$ cat src/usbhcr_map.svh
// register offsets, field positions and reset values of the host channel block
`ifndef USBHCR_MAP_SVH
`define USBHCR_MAP_SVH
// ----------------------------------------------------------------------------
// Notes on behaviour
// - channel a result field, read only, three bits
// - code 000 when transfer ended cleanly
// - code 001 when endpoint answered stall
// - code 010 on oversize packet or total exceeded
// - crc plus stuffing error counts as retry
// - short packet with toggle mismatch is retry
// - code 011 when short packet ends below total
// - code 100 on timeout, crc, stuffing, pid, toggle
// - raise ack target flag after programmed ack count
// - two-bit speed per channel, 10 never programmed
// - toggle bit loads at start, tracks live state
// - go bit starts, stays high, clearing stops channel
// - mass storage halt records cause, 000 bad wrapper
// ----------------------------------------------------------------------------
// register indices; byte address is four times the index
`define USBHCR_IDX_RESULT 12'h19E
`define USBHCR_IDX_SETUP_B 12'h1A0
`define USBHCR_IDX_SETUP_C 12'h1B0
`define USBHCR_IDX_SETUP_D 12'h1C0
`define USBHCR_IDX_SETUP_E 12'h1D0
`define USBHCR_IDX_IRQ_STAT 12'h1E0
`define USBHCR_IDX_IRQ_CLR 12'h1E1
`define USBHCR_IDX_IRQ_EN 12'h1E2
// field positions
`define USBHCR_RES_LSB 4
`define USBHCR_ACK_LSB 4
`define USBHCR_SPD_LSB 2
`define USBHCR_TOG_BIT 1
`define USBHCR_GO_BIT 0
// interrupt status bits: [3:0] ack target b..e, [4] channel a end, [5] abort
`define USBHCR_IRQ_DONE_BIT 4
`define USBHCR_IRQ_ABORT_BIT 5
`define USBHCR_IRQ_W 6
// reset values
`define USBHCR_RST_RESULT 8'h00
`define USBHCR_RST_SETUP 8'h00
`define USBHCR_RST_IRQ 6'h00
// ack target of sixteen, used when the ack field is zero
`define USBHCR_ACK_SIXTEEN 5'h10
`endif

$ cat src/usbhcr_pkg.sv
// types shared by the host channel result and setup block
package usbhcr_pkg;
    // result codes of channel a
    typedef enum logic [2:0] {
        RESULT_CLEAN = 3'h0,
        RESULT_STALL = 3'h1,
        RESULT_TOO_MUCH_DATA = 3'h2,
        RESULT_SHORT_DATA = 3'h3,
        RESULT_LINK_FAULT = 3'h4
    } usbhcr_result_t;
    // end-of-transfer report of channel a from the link engine
    typedef struct packed {
        logic done;        // one-cycle pulse: transfer ended
        logic stall;       // stall handshake seen
        logic oversize;    // packet longer than max packet size
        logic over_total;  // received bytes beyond transfer_byte_total
        logic short_pkt;   // packet shorter than max packet size
        logic below_total; // received bytes still under the total
        logic crc_err;
        logic stuff_err;
        logic timeout;     // no data or no handshake in time
        logic pid_check;   // pid check bits failed
        logic pid_undef;   // undefined pid
        logic tog_miss;    // toggle mismatch
        logic ms_abort;    // mass storage sequence halted
    } usbhcr_aend_t;
    // per-channel report from the link engine, channels b..e
    typedef struct packed {
        logic ack_seen; // pulse per ack handshake
        logic tog_upd;  // pulse: new toggle state
        logic tog_val;
        logic done;     // pulse: channel finished, go drops
    } usbhcr_chin_t;
    // per-channel control towards the link engine
    typedef struct packed {
        logic go;
        logic start;    // pulse when go rises
        logic stop;     // pulse when software clears go
        logic [1:0] peer_speed_select;
        logic toggle;
    } usbhcr_chout_t;
endpackage

$ cat src/usbhcr_top.sv
// result code register of channel a and setup registers of channels b..e
//
// Register access over Wishbone was left to the implementer.
`timescale 1ns/100ps
`include "usbhcr_map.svh"

module usbhcr_top (
    input wire logic clk_i,
    input wire logic rst_i,
    // classic wishbone slave
    input wire logic wb_cyc_i,
    input wire logic wb_stb_i,
    input wire logic wb_we_i,
    input wire logic [13:0] wb_adr_i,
    input wire logic [3:0] wb_sel_i,
    input wire logic [31:0] wb_dat_i,
    output logic [31:0] wb_dat_o,
    output logic wb_ack_o,
    // link engine, same clock
    input wire usbhcr_pkg::usbhcr_aend_t aend_i,
    input wire usbhcr_pkg::usbhcr_chin_t [3:0] chin_i,
    output usbhcr_pkg::usbhcr_chout_t [3:0] chout_o,
    output logic [2:0] result_code_o,
    output logic irq_o
);

    // ------------------------------------------------------------------------
    // bus decode
    // ------------------------------------------------------------------------

    // the slave answers every request after exactly one cycle, whatever the address
    logic ack_q;           // registered answer
    logic ack_d;
    logic [31:0] rdat_q;   // read data captured in request cycle
    logic [31:0] rdat_d;
    logic req;             // request seen, not yet answered
    logic commit;          // edge at which a write takes effect
    logic [11:0] idx;      // word index
    logic wr;              // write that commits now on lane 0

    // a new request is one not yet answered; while ack stands the master
    // still holds the same request, so it must not be taken twice
    assign req = wb_cyc_i & wb_stb_i & ~ack_q;
    // writes land at the edge where the master sees ack, never earlier, so a
    // request withdrawn before its answer leaves no trace in the registers
    assign commit = wb_cyc_i & wb_stb_i & ack_q;
    // registers sit on word boundaries; the two low address bits are ignored
    assign idx = wb_adr_i[13:2];
    // all registers live in byte lane 0, so only its enable gates a write
    assign wr = commit & wb_we_i & wb_sel_i[0];

    // ------------------------------------------------------------------------
    // channel a result
    // ------------------------------------------------------------------------

    logic [2:0] res_q;     // result_code of channel a
    logic [2:0] res_d;
    logic fault;           // any link fault condition

    // retry-class causes dominate every size class
    // a damaged packet cannot be trusted to tell its own length, so size
    // judgements are only made on packets that arrived intact
    always_comb
    begin
        fault = aend_i.timeout | aend_i.crc_err | aend_i.stuff_err
            | aend_i.pid_check | aend_i.pid_undef;
        fault = fault | aend_i.tog_miss;
        fault = fault | (aend_i.crc_err & aend_i.stuff_err);
        res_d = res_q;
        if (aend_i.done)
        begin
            if (fault)
            begin
                res_d = usbhcr_pkg::RESULT_LINK_FAULT;
            end
            else if (aend_i.stall)
            begin
                res_d = usbhcr_pkg::RESULT_STALL;
            end
            else if (aend_i.oversize | aend_i.over_total)
            begin
                res_d = usbhcr_pkg::RESULT_TOO_MUCH_DATA;
            end
            else if (aend_i.short_pkt & aend_i.below_total)
            begin
                res_d = usbhcr_pkg::RESULT_SHORT_DATA;
            end
            // a mass storage halt with a clean code means a bad status wrapper
            // clean end, bad wrapper
            else
            begin
                res_d = usbhcr_pkg::RESULT_CLEAN;
            end
        end
    end

    // result register, updated only by end reports
    // synchronous reset; the field reads 000 until the first transfer ends
    always_ff @(posedge clk_i)
    begin
        if (rst_i)
        begin
            res_q <= 3'h0;
        end
        else
        begin
            res_q <= res_d;
        end
    end

    assign result_code_o = res_q;

    // ------------------------------------------------------------------------
    // channels b..e
    // ------------------------------------------------------------------------

    logic [3:0][7:0] setup_q;  // chan_b..e_setup_zero
    logic [3:0] ack_hit;       // ack_target_reached events

    // one copy of the setup logic per channel; channel b is index 0 and the
    // register index of each next channel lies sixteen words further on
    genvar g;
    generate
        for (g = 0; g < 4; g++)
        begin : g_chan
            logic [7:0] set_q;
            logic [7:0] set_d;
            logic [4:0] cnt_q;     // acks counted so far
            logic [4:0] cnt_d;
            logic start_q;         // start pulse to engine
            logic start_d;
            logic stop_q;          // stop pulse to engine
            logic stop_d;
            logic hit_q;           // target reached pulse
            logic hit_d;
            logic [4:0] target;
            logic sel;

            assign sel = wr & (idx == (`USBHCR_IDX_SETUP_B + 12'(g * 16)));

            // the target is one bit wider than the field to hold the value sixteen
            // zero means sixteen
            assign target = (set_q[7:4] == 4'h0) ? `USBHCR_ACK_SIXTEEN : {1'b0, set_q[7:4]};

            // settings, go and toggle tracking, ack counting
            always_comb
            begin
                set_d = set_q;
                cnt_d = cnt_q;
                start_d = 1'b0;
                stop_d = 1'b0;
                hit_d = 1'b0;
                // software raising go from idle in the same cycle is handled below and wins; writing go=1 while go is high does not keep it
                // engine end drops go
                if (chin_i[g].done)
                begin
                    set_d[`USBHCR_GO_BIT] = 1'b0;
                end
                if (chin_i[g].tog_upd & set_q[`USBHCR_GO_BIT])
                begin
                    set_d[`USBHCR_TOG_BIT] = chin_i[g].tog_val;
                end
                // the counter restarts at the target, so a long transfer raises
                // the flag once per programmed number of acks
                // count acks to target
                if (chin_i[g].ack_seen & set_q[`USBHCR_GO_BIT])
                begin
                    if (cnt_q + 5'h01 >= target)
                    begin
                        cnt_d = 5'h00;
                        hit_d = 1'b1;
                    end
                    else
                    begin
                        cnt_d = cnt_q + 5'h01;
                    end
                end
                // software writes come last, but with go high they leave toggle and count to the engine; only a go raised from idle overrides a done
                if (sel)
                begin
                    set_d[7:2] = wb_dat_i[7:2];
                    if (wb_dat_i[`USBHCR_GO_BIT] & ~set_q[`USBHCR_GO_BIT])
                    begin
                        set_d[`USBHCR_TOG_BIT] = wb_dat_i[`USBHCR_TOG_BIT];
                        set_d[`USBHCR_GO_BIT] = 1'b1;
                        start_d = 1'b1;
                        cnt_d = 5'h00;
                    end
                    else if (~wb_dat_i[`USBHCR_GO_BIT] & set_q[`USBHCR_GO_BIT])
                    begin
                        // fifo and remaining size live in the engine and stay put
                        set_d[`USBHCR_GO_BIT] = 1'b0;
                        stop_d = 1'b1;
                    end
                    else if (~set_q[`USBHCR_GO_BIT])
                    begin
                        // idle channel: toggle may be preset freely
                        set_d[`USBHCR_TOG_BIT] = wb_dat_i[`USBHCR_TOG_BIT];
                    end
                end
            end

            // channel state registers
            // start, stop and hit are registered so the engine and the interrupt status see clean one-cycle pulses
            always_ff @(posedge clk_i)
            begin
                if (rst_i)
                begin
                    set_q <= `USBHCR_RST_SETUP;
                    cnt_q <= 5'h00;
                    start_q <= 1'b0;
                    stop_q <= 1'b0;
                    hit_q <= 1'b0;
                end
                else
                begin
                    set_q <= set_d;
                    cnt_q <= cnt_d;
                    start_q <= start_d;
                    stop_q <= stop_d;
                    hit_q <= hit_d;
                end
            end

            // outputs towards the link engine come straight from flip-flops
            assign setup_q[g] = set_q;
            assign ack_hit[g] = hit_q;
            assign chout_o[g].go = set_q[`USBHCR_GO_BIT];
            assign chout_o[g].start = start_q;
            assign chout_o[g].stop = stop_q;
            assign chout_o[g].peer_speed_select = set_q[3:2];
            assign chout_o[g].toggle = set_q[`USBHCR_TOG_BIT];
        end
    endgenerate

    // ------------------------------------------------------------------------
    // interrupt status, clear and enable
    // ------------------------------------------------------------------------

    logic [5:0] ist_q;   // sticky status
    logic [5:0] ist_d;
    logic [5:0] ien_q;   // enable mask
    logic [5:0] ien_d;
    logic [5:0] ev;      // events this cycle

    // new events win over a clear in the same cycle
    // a clear and an event of one cycle leave the bit set, so no event is lost
    always_comb
    begin
        ev = {aend_i.done & aend_i.ms_abort, aend_i.done, ack_hit};
        ist_d = ist_q;
        ien_d = ien_q;
        if (wr & (idx == `USBHCR_IDX_IRQ_CLR))
        begin
            ist_d = ist_d & ~wb_dat_i[5:0];
        end
        ist_d = ist_d | ev;
        if (wr & (idx == `USBHCR_IDX_IRQ_EN))
        begin
            ien_d = wb_dat_i[5:0];
        end
    end

    // interrupt registers
    // status and enable both start empty, so irq_o is low out of reset
    always_ff @(posedge clk_i)
    begin
        if (rst_i)
        begin
            ist_q <= `USBHCR_RST_IRQ;
            ien_q <= `USBHCR_RST_IRQ;
        end
        else
        begin
            ist_q <= ist_d;
            ien_q <= ien_d;
        end
    end

    // level interrupt: high while any enabled status bit is set
    assign irq_o = |(ist_q & ien_q);

    // ------------------------------------------------------------------------
    // read mux and answer
    // ------------------------------------------------------------------------

    // read data captured when the request arrives; unmapped reads give zero
    // the clear register reads as zero: it acts on writes only
    always_comb
    begin
        ack_d = req;
        rdat_d = rdat_q;
        if (req)
        begin
            rdat_d = 32'h0000_0000;
            unique case (idx)
                `USBHCR_IDX_RESULT: rdat_d[6:4] = res_q;
                `USBHCR_IDX_SETUP_B: rdat_d[7:0] = setup_q[0];
                `USBHCR_IDX_SETUP_C: rdat_d[7:0] = setup_q[1];
                `USBHCR_IDX_SETUP_D: rdat_d[7:0] = setup_q[2];
                `USBHCR_IDX_SETUP_E: rdat_d[7:0] = setup_q[3];
                `USBHCR_IDX_IRQ_STAT: rdat_d[5:0] = ist_q;
                `USBHCR_IDX_IRQ_EN: rdat_d[5:0] = ien_q;
                default: rdat_d = 32'h0000_0000;
            endcase
        end
    end

    // bus answer registers
    // the answer always follows one cycle after the request; the master must
    // drop its request after ack before it may start the next one
    always_ff @(posedge clk_i)
    begin
        if (rst_i)
        begin
            ack_q <= 1'b0;
            rdat_q <= 32'h0000_0000;
        end
        else
        begin
            ack_q <= ack_d;
            rdat_q <= rdat_d;
        end
    end

    // ack and read data both come from flip-flops
    assign wb_ack_o = ack_q;
    assign wb_dat_o = rdat_q;

endmodule // usbhcr_top
$ cat config.mk
export PLATFORM = sky130hd
export DESIGN_NAME = usbhcr_top
export DESIGN_NICKNAME = d
export VERILOG_FILES = /design/src/usbhcr_pkg.sv /design/src/usbhcr_top.sv
export VERILOG_INCLUDE_DIRS = /design/src
export SDC_FILE = /design/constraint.sdc
export NUM_CORES = 1
export LEC_CHECK = 0
export ABC_AREA = 1
export BUFFER_PORTS_ARGS = -buffer_cell sky130_fd_sc_hd__buf_2
export CORE_UTILIZATION = 35
export CTS_CLUSTER_SIZE = 24
export DETAILED_ROUTE_END_ITERATION = 10
export GPL_TIMING_DRIVEN = 0
export HOLD_SLACK_MARGIN = 0.15
export PLACE_DENSITY = 0.55
export SLEW_MARGIN = 20
export SYNTH_ARGS = -nofsm -noshare
export SYNTH_HDL_FRONTEND = slang
export SYNTH_SLANG_ARGS = --single-unit
$ cat constraint.sdc
create_clock -name clk_i -period 2.4 [get_ports clk_i]
set_input_delay 0.12 -clock clk_i [delete_from_list [all_inputs] [get_ports clk_i]]
set_output_delay 0.12 -clock clk_i [all_outputs]
set_load 0.01 [all_outputs]
==> key figures, run 1 <==
Outcome
  • Status: completed

Floorplan
  • Site Rows: 43
  • IO Pins: 145
  • Die ar.: 14,800 um2
  • Die width: 122 um
  • Die Ht: 122 um
  • Core area: 13,900 um2
  • Initial Util: 35.9%

Logic synthesis
  • Avg Inst Size Synth: 7.48 um2
  • Post-synthesis sequential area ratio: 35.2%
  • Number of enable flip-flop cells after synthesis: 0
  • Ys async rst share: 0%
  • Register bit total from synthesis: 88
  • Synth warn: 0
  • Cells after synthesis: 669
  • Top_reg_cell synth: dfxtp_1
  • Post-synthesis cell area: 5010 um2
  • Yosys cell types: 47

Layout
  • FILL cells: 1,441
  • Syn-to-layout area delta: 25.7%
  • Share of cells above drive strength 1: 24.6%
  • Commonest non-fill, non-tap cell in the layout: nand2_1
  • Combined flip-flop and latch cell area: 1760 um2
  • Fin util: 45.2%
  • Nets: 925
  • Area of the multi-input gates: 2580 um2
  • Most frequent cells in the layout: 97 x nand2_1, 92 x buf_2, 88 x dfxtp_1, 80 x inv_1, 65 x a21oi_1
  • Non-Filler Instances: 1,001
  • Ant diodes: 0

Route
  • DRC violations left: 0
  • Routed Antenna Nets: 0
  • Initial DRC count: 252
  • Drt wl/cell: 14.3 um
  • Vias post-DR: 4,864
  • Vias per inst: 4.86
  • Drt pass-1 iters: 5
  • DRT Wirelength: 14,300 um

Placed design
  • Gpl congestion: 0.885
  • HPWL after DPL: 11,000 um
  • Dpl ws: -0.0569 ns
  • I/O Buffers: 90
  • Placed insts: 962

STA
  • Max-slew violations: 0
  • Final worst slack: 0.191 ns
  • Max-slew headroom: 44.9%
  • TNS Setup: 0 ns
  • Setup Skew: 0.00776 ns
  • RSZ-0062 raised after global routing: false
  • Number of setup violations in the final report: 0
  • Hold Violations, Final: 0
  • Final worst path period need: 2.21 ns
  • Worst slew pin tran: 0.827 ns
  • Fmax achieved: 453 MHz
  • Period utilization: 92.1%

Critical path
  • Startpoint types: flop
  • Largest delay contributor family on the critical path: simple AND/OR/NAND/NOR gates
  • Critical path class: reg -> reg
  • Critical path arrival: 2.49 ns
  • CP Capture Type: flop
  • CP max-delay cell: dfxtp_1
  • CP Max Fanout: 5
  • Required time worst endpoint: 2.68 ns
  • Critical Path Max Stage Delay: 0.42 ns
  • Cells along the critical path: ha_1, nand3_1, xnor2_1, ha_1, nand2_1, inv_1, o21ai_0, nand2_1, nor3_4, a22oi_1, nor2_1
  • CP bufs+invs: 1

Clock network
  • CTS clk-pin slew, worst paths: 0.06 ns
  • Longest Clk Path Bufs: 2
  • Total CTS buffers: 9
  • Clock latency on the worst-skew pair: 0.34 ns
  • Root buffer cell: clkbuf_16
  • # clock sinks: 88
  • Htree depth: 3
  • Setup bufs post-CTS: 0
  • CTS tree: done

Power
  • Cell area power density: 483 nW/um2
  • Tot Pwr: 0.00304 W
  • Leak pwr: 3.03 nW
  • Peak supply drop: 0.000270 V

Global routing
  • Initial antenna violation count: 0
  • Vias in the first global route: 4,458
  • GRT overflow: 0
  • Largest net degree at the start of global routing: 14
  • Total track usage: 19.8%
  • First-pass GRT wire length: 22,500 um

Hold path
  • HP Class: in -> reg

Job
  • Max-cap viol count: 0
[path summary, 6_finish.rpt]
check	startpoint	endpoint	slack, ns	cells past startpoint
worst min register to register	g_chan[2].hit_q	ist_q[2]	0.44	2
worst max register to register	g_chan[2].cnt_q[0]	g_chan[2].cnt_q[2]	0.19	11
worst min-delay path	aend_i[1]	result_code_o[2]	0.13	5
worst max-delay path	g_chan[2].cnt_q[0]	g_chan[2].cnt_q[2]	0.19	11
[state kept, by name, summed over array words and instances (netlist names)]
signal and count:
g_chan.cnt_q 20, g_chan.hit_q 4, g_chan.set_q 32, g_chan.start_q 4, g_chan.stop_q 4, ien_q 6, ist_q 6, result_code_o 3
wb_ack_o 1, wb_dat_o 8
[routing by layer]
metal  GRT usage (%)  wire length [um]  up-vias
li1                -                 -     2440
met2            34.2              6820      142
met4            7.10               281        0
met5               0                 0        -
met1            25.5              6490     2258
met3            1.92               683       24
[final cells by class]
type,instances,area share (%)
Inverter,87,5.29
Clock inverter,3,0.298
Buffer,63,6.96
Multi-Input combinational cell,454,41.0
Timing Repair Buffer,114,11.0
Clock buffer,12,3.92
Sequential cell,88,28.0
Tap cell,180,3.58
[worst min-delay path: cells and delay by family]
kind	cells	cell delay, ns
buffers and inverters	1	0.08
AND/OR/NAND/NOR	4	0.23
[metrics by stage]
step                hold WS (ns)  instance area [um2]
floorplan                  0.193                 5090
global placement           0.384                 5770
detailed placement         0.389                 5770
CTS                        0.152                 6280
global route               0.168                 6290
finish                     0.129                 6290
[kinds of logic after synthesis]
logic type                 count (synthesis)  synth area share, %
xor gates and xnor gates                  12                 2.10
DFF                                       88                 35.2
adders and majority gates                 24                 6.00
AOI/OAI and AO/OA                        157                 17.0
muxes                                      2                0.450
other                                      1               0.0749
buffers and inverters                    150                 15.4
and+or+nand+nor                          235                 23.8
[power breakdown]
group          leakage, nW  internal [W]  switching (W)
clock                0.132      0.000724       0.000579
combinational         2.18      0.000109       0.000149
sequential           0.710       0.00147     0.00000928
total                 3.03       0.00230       0.000737
[synthesized netlist by cell type, types with 5 or more instances]
cell / instances / area share (%)
o21ai_1: 11 / 1.1
xnor2_1: 6 / 1.0
nor3_1: 9 / 0.90
a21oi_1: 66 / 6.6
buf_4: 49 / 7.3
dfxtp_1: 88 / 35
nand2_2: 5 / 0.62
nand2_1: 97 / 7.3
o21ai_0: 58 / 5.8
nand3_1: 28 / 2.8
clkbuf_1: 10 / 0.75
xor2_1: 6 / 1.0
nand4_1: 12 / 1.5
a22oi_1: 8 / 1.2
nor2_1: 56 / 4.2
ha_1: 24 / 6.0
inv_1: 80 / 6.0
[timing repair]
item	4_1_cts	5_1_grt
hold buffers	24	0
gates cloned	0	0
hold endpoints to repair	30	0
gates resized for setup	1	4
setup endpoints to repair	5	9
Note: power is estimated with default switching activity, not from simulation.
==> inputs of run 2 (changes only) <==
PLACE_DENSITY = unset   (was 0.55)
==> run 2 against run 1 <==
Against the previous run:
- worst setup slack better by 0.12 ns
- routed wire length down 7.0%
- fmax is 5.5% higher
- register-to-register slack gained 0.12 ns
- sequential power about the same
- combinational power is essentially flat
==> key figures, run 2 (synthesis results as in run 1) <==
Outcome
  • Status: completed

Route
  • Drt wl/cell: 13.2 um
  • DRT Wirelength: 13,300 um
  • Vias post-DR: 4,611
  • Routed Antenna Nets: 0
  • Vias per inst: 4.60
  • Drt pass-1 iters: 5
  • DRC violations left: 0
  • Initial DRC count: 244

STA
  • Period utilization: 87.3%
  • Setup Skew: 0.00665 ns
  • Number of setup violations in the final report: 0
  • Final worst slack: 0.306 ns
  • Worst slew pin tran: 0.814 ns
  • Max-slew violations: 0
  • Final worst path period need: 2.09 ns
  • RSZ-0062 raised after global routing: false
  • Hold slack: 0.170 ns
  • Fmax achieved: 477 MHz
  • Hold Violations, Final: 0
  • Max-slew headroom: 45.7%
  • TNS Setup: 0 ns

Global routing
  • Vias in the first global route: 4,251
  • First-pass GRT wire length: 21,200 um
  • Total track usage: 18.8%
  • Largest net degree at the start of global routing: 15
  • GRT overflow: 0
  • Initial antenna violation count: 0

Placed design
  • HPWL after DPL: 10,300 um
  • I/O Buffers: 90
  • Gpl congestion: 0.823
  • Dpl ws: 0.139 ns

Critical path
  • CP Max Fanout: 6
  • Critical Path Max Stage Delay: 0.41 ns
  • Flop-to-flop setup slack: 0.31 ns
  • CP max-delay cell: dfxtp_1
  • Critical path arrival: 2.38 ns
  • CP Capture Type: flop
  • Required time worst endpoint: 2.68 ns
  • Startpoint types: flop
  • Cells along the critical path: ha_1, nand3_1, xnor2_1, ha_1, nand2_1, inv_1, a21oi_1, nand4_1, a21oi_1
  • Critical path class: reg -> reg

Floorplan
  • Die Ht: 122 um
  • Die ar.: 14,800 um2
  • Site Rows: 43
  • Core area: 13,900 um2
  • Die width: 122 um
  • IO Pins: 145
  • Initial Util: 35.9%

Layout
  • Area of the multi-input gates: 2570 um2
  • Combined flip-flop and latch cell area: 1760 um2
  • Ant diodes: 0
  • FILL cells: 1,461
  • Share of cells above drive strength 1: 24.9%
  • Max reg flops: 32
  • Largest Register: g_chan.set_q
  • Nets: 926
  • Commonest non-fill, non-tap cell in the layout: nand2_1
  • Syn-to-layout area delta: 26.3%
  • Most frequent cells in the layout: 97 x nand2_1, 92 x buf_2, 88 x dfxtp_1, 80 x inv_1, 65 x a21oi_1

Clock network
  • # clock sinks: 88
  • Setup bufs post-CTS: 0
  • Root buffer cell: clkbuf_16
  • Longest Clk Path Bufs: 2
  • CTS tree: done
  • CTS clk-pin slew, worst paths: 0.07 ns
  • Htree depth: 3
  • Clock latency on the worst-skew pair: 0.35 ns
  • Total CTS buffers: 9

Hold path
  • HP Class: in -> reg

Power
  • Peak supply drop: 0.000308 V
  • Cell area power density: 487 nW/um2
  • Leak pwr: 3.04 nW

Job
  • Max-cap viol count: 0
==> run 2: cell count changes in the layout (fill, tap and decap cells not counted), sizes merged <==
cell / before / now
clkinv: 4 / 5
clkinvlp: 0 / 1
clkbuf: 22 / 20
dlygate4sd3: 24 / 26
==> run 2: final cells by class <==
cell class / count / area share (%)
buffer: 62 / 6.87
timing repair buffer: 116 / 11.2
inverter: 87 / 5.26
clock inverter: 5 / 0.495
tap: 180 / 3.56
sequential: 88 / 27.9
multi-input combinational: 454 / 40.7
clock buffer: 11 / 4.00
==> run 2: metrics by stage <==
step | utilization, % | power (W) | instance area [um2] | instances
final | 45.4 | 0.00308 | 6320 | 1003
after CTS | 45.3 | 0.00310 | 6310 | 1004
after floorplan | - | 0.00164 | 5090 | 692
after global placement | 41.4 | 0.00174 | 5770 | 962
after global routing | 45.4 | 0.00319 | 6320 | 1003
after detailed placement | 41.4 | 0.00174 | 5770 | 962
==> run 2: power breakdown <==
part	total [W]	internal, W	switching, W	leakage [nW]
logic	0.000258	0.000110	0.000147	2.19
clock network	0.00134	0.000754	0.000589	0.141
registers	0.00148	0.00147	0.00000821	0.710
==> run 2: layer usage <==
layer | vias to the layer above | global-route usage [%] | part of all wire (%)
met5 | - | 0 | 0
met4 | 0 | 6.94 | 1.6
met3 | 15 | 2.67 | 5.5
met2 | 106 | 30.5 | 46
met1 | 2060 | 25.2 | 47
li1 | 2430 | - | -
==> run 2: what timing repair did <==
action,in CTS,in global routing
endpoints found under the setup margin,0,12
hold buffers,26,0
hold endpoints to repair,33,0
resized for setup,0,3
==> run 2: worst max-delay path, delay by kind of cell (launching register included) <==
family / cells / cell delay (ns)
AO/OA/AOI/OAI: 2 / 0.51
XOR/XNOR: 1 / 0.22
adder cells (fa/ha/maj): 2 / 0.50
buffers and inverters: 1 / 0.05
flip-flops: 1 / 0.41
AND/OR/NAND/NOR: 3 / 0.34
==> run 2: path summary, 6_finish.rpt <==
path / from / end / depth (start not counted)
hold / removal: chin_i[13] / g_chan[3].set_q[1] / 4
hold reg to reg: g_chan[0].hit_q / ist_q[0] / 2
setup / recovery: g_chan[1].cnt_q[0] / g_chan[1].cnt_q[4] / 9
setup reg to reg: g_chan[1].cnt_q[0] / g_chan[1].cnt_q[4] / 9
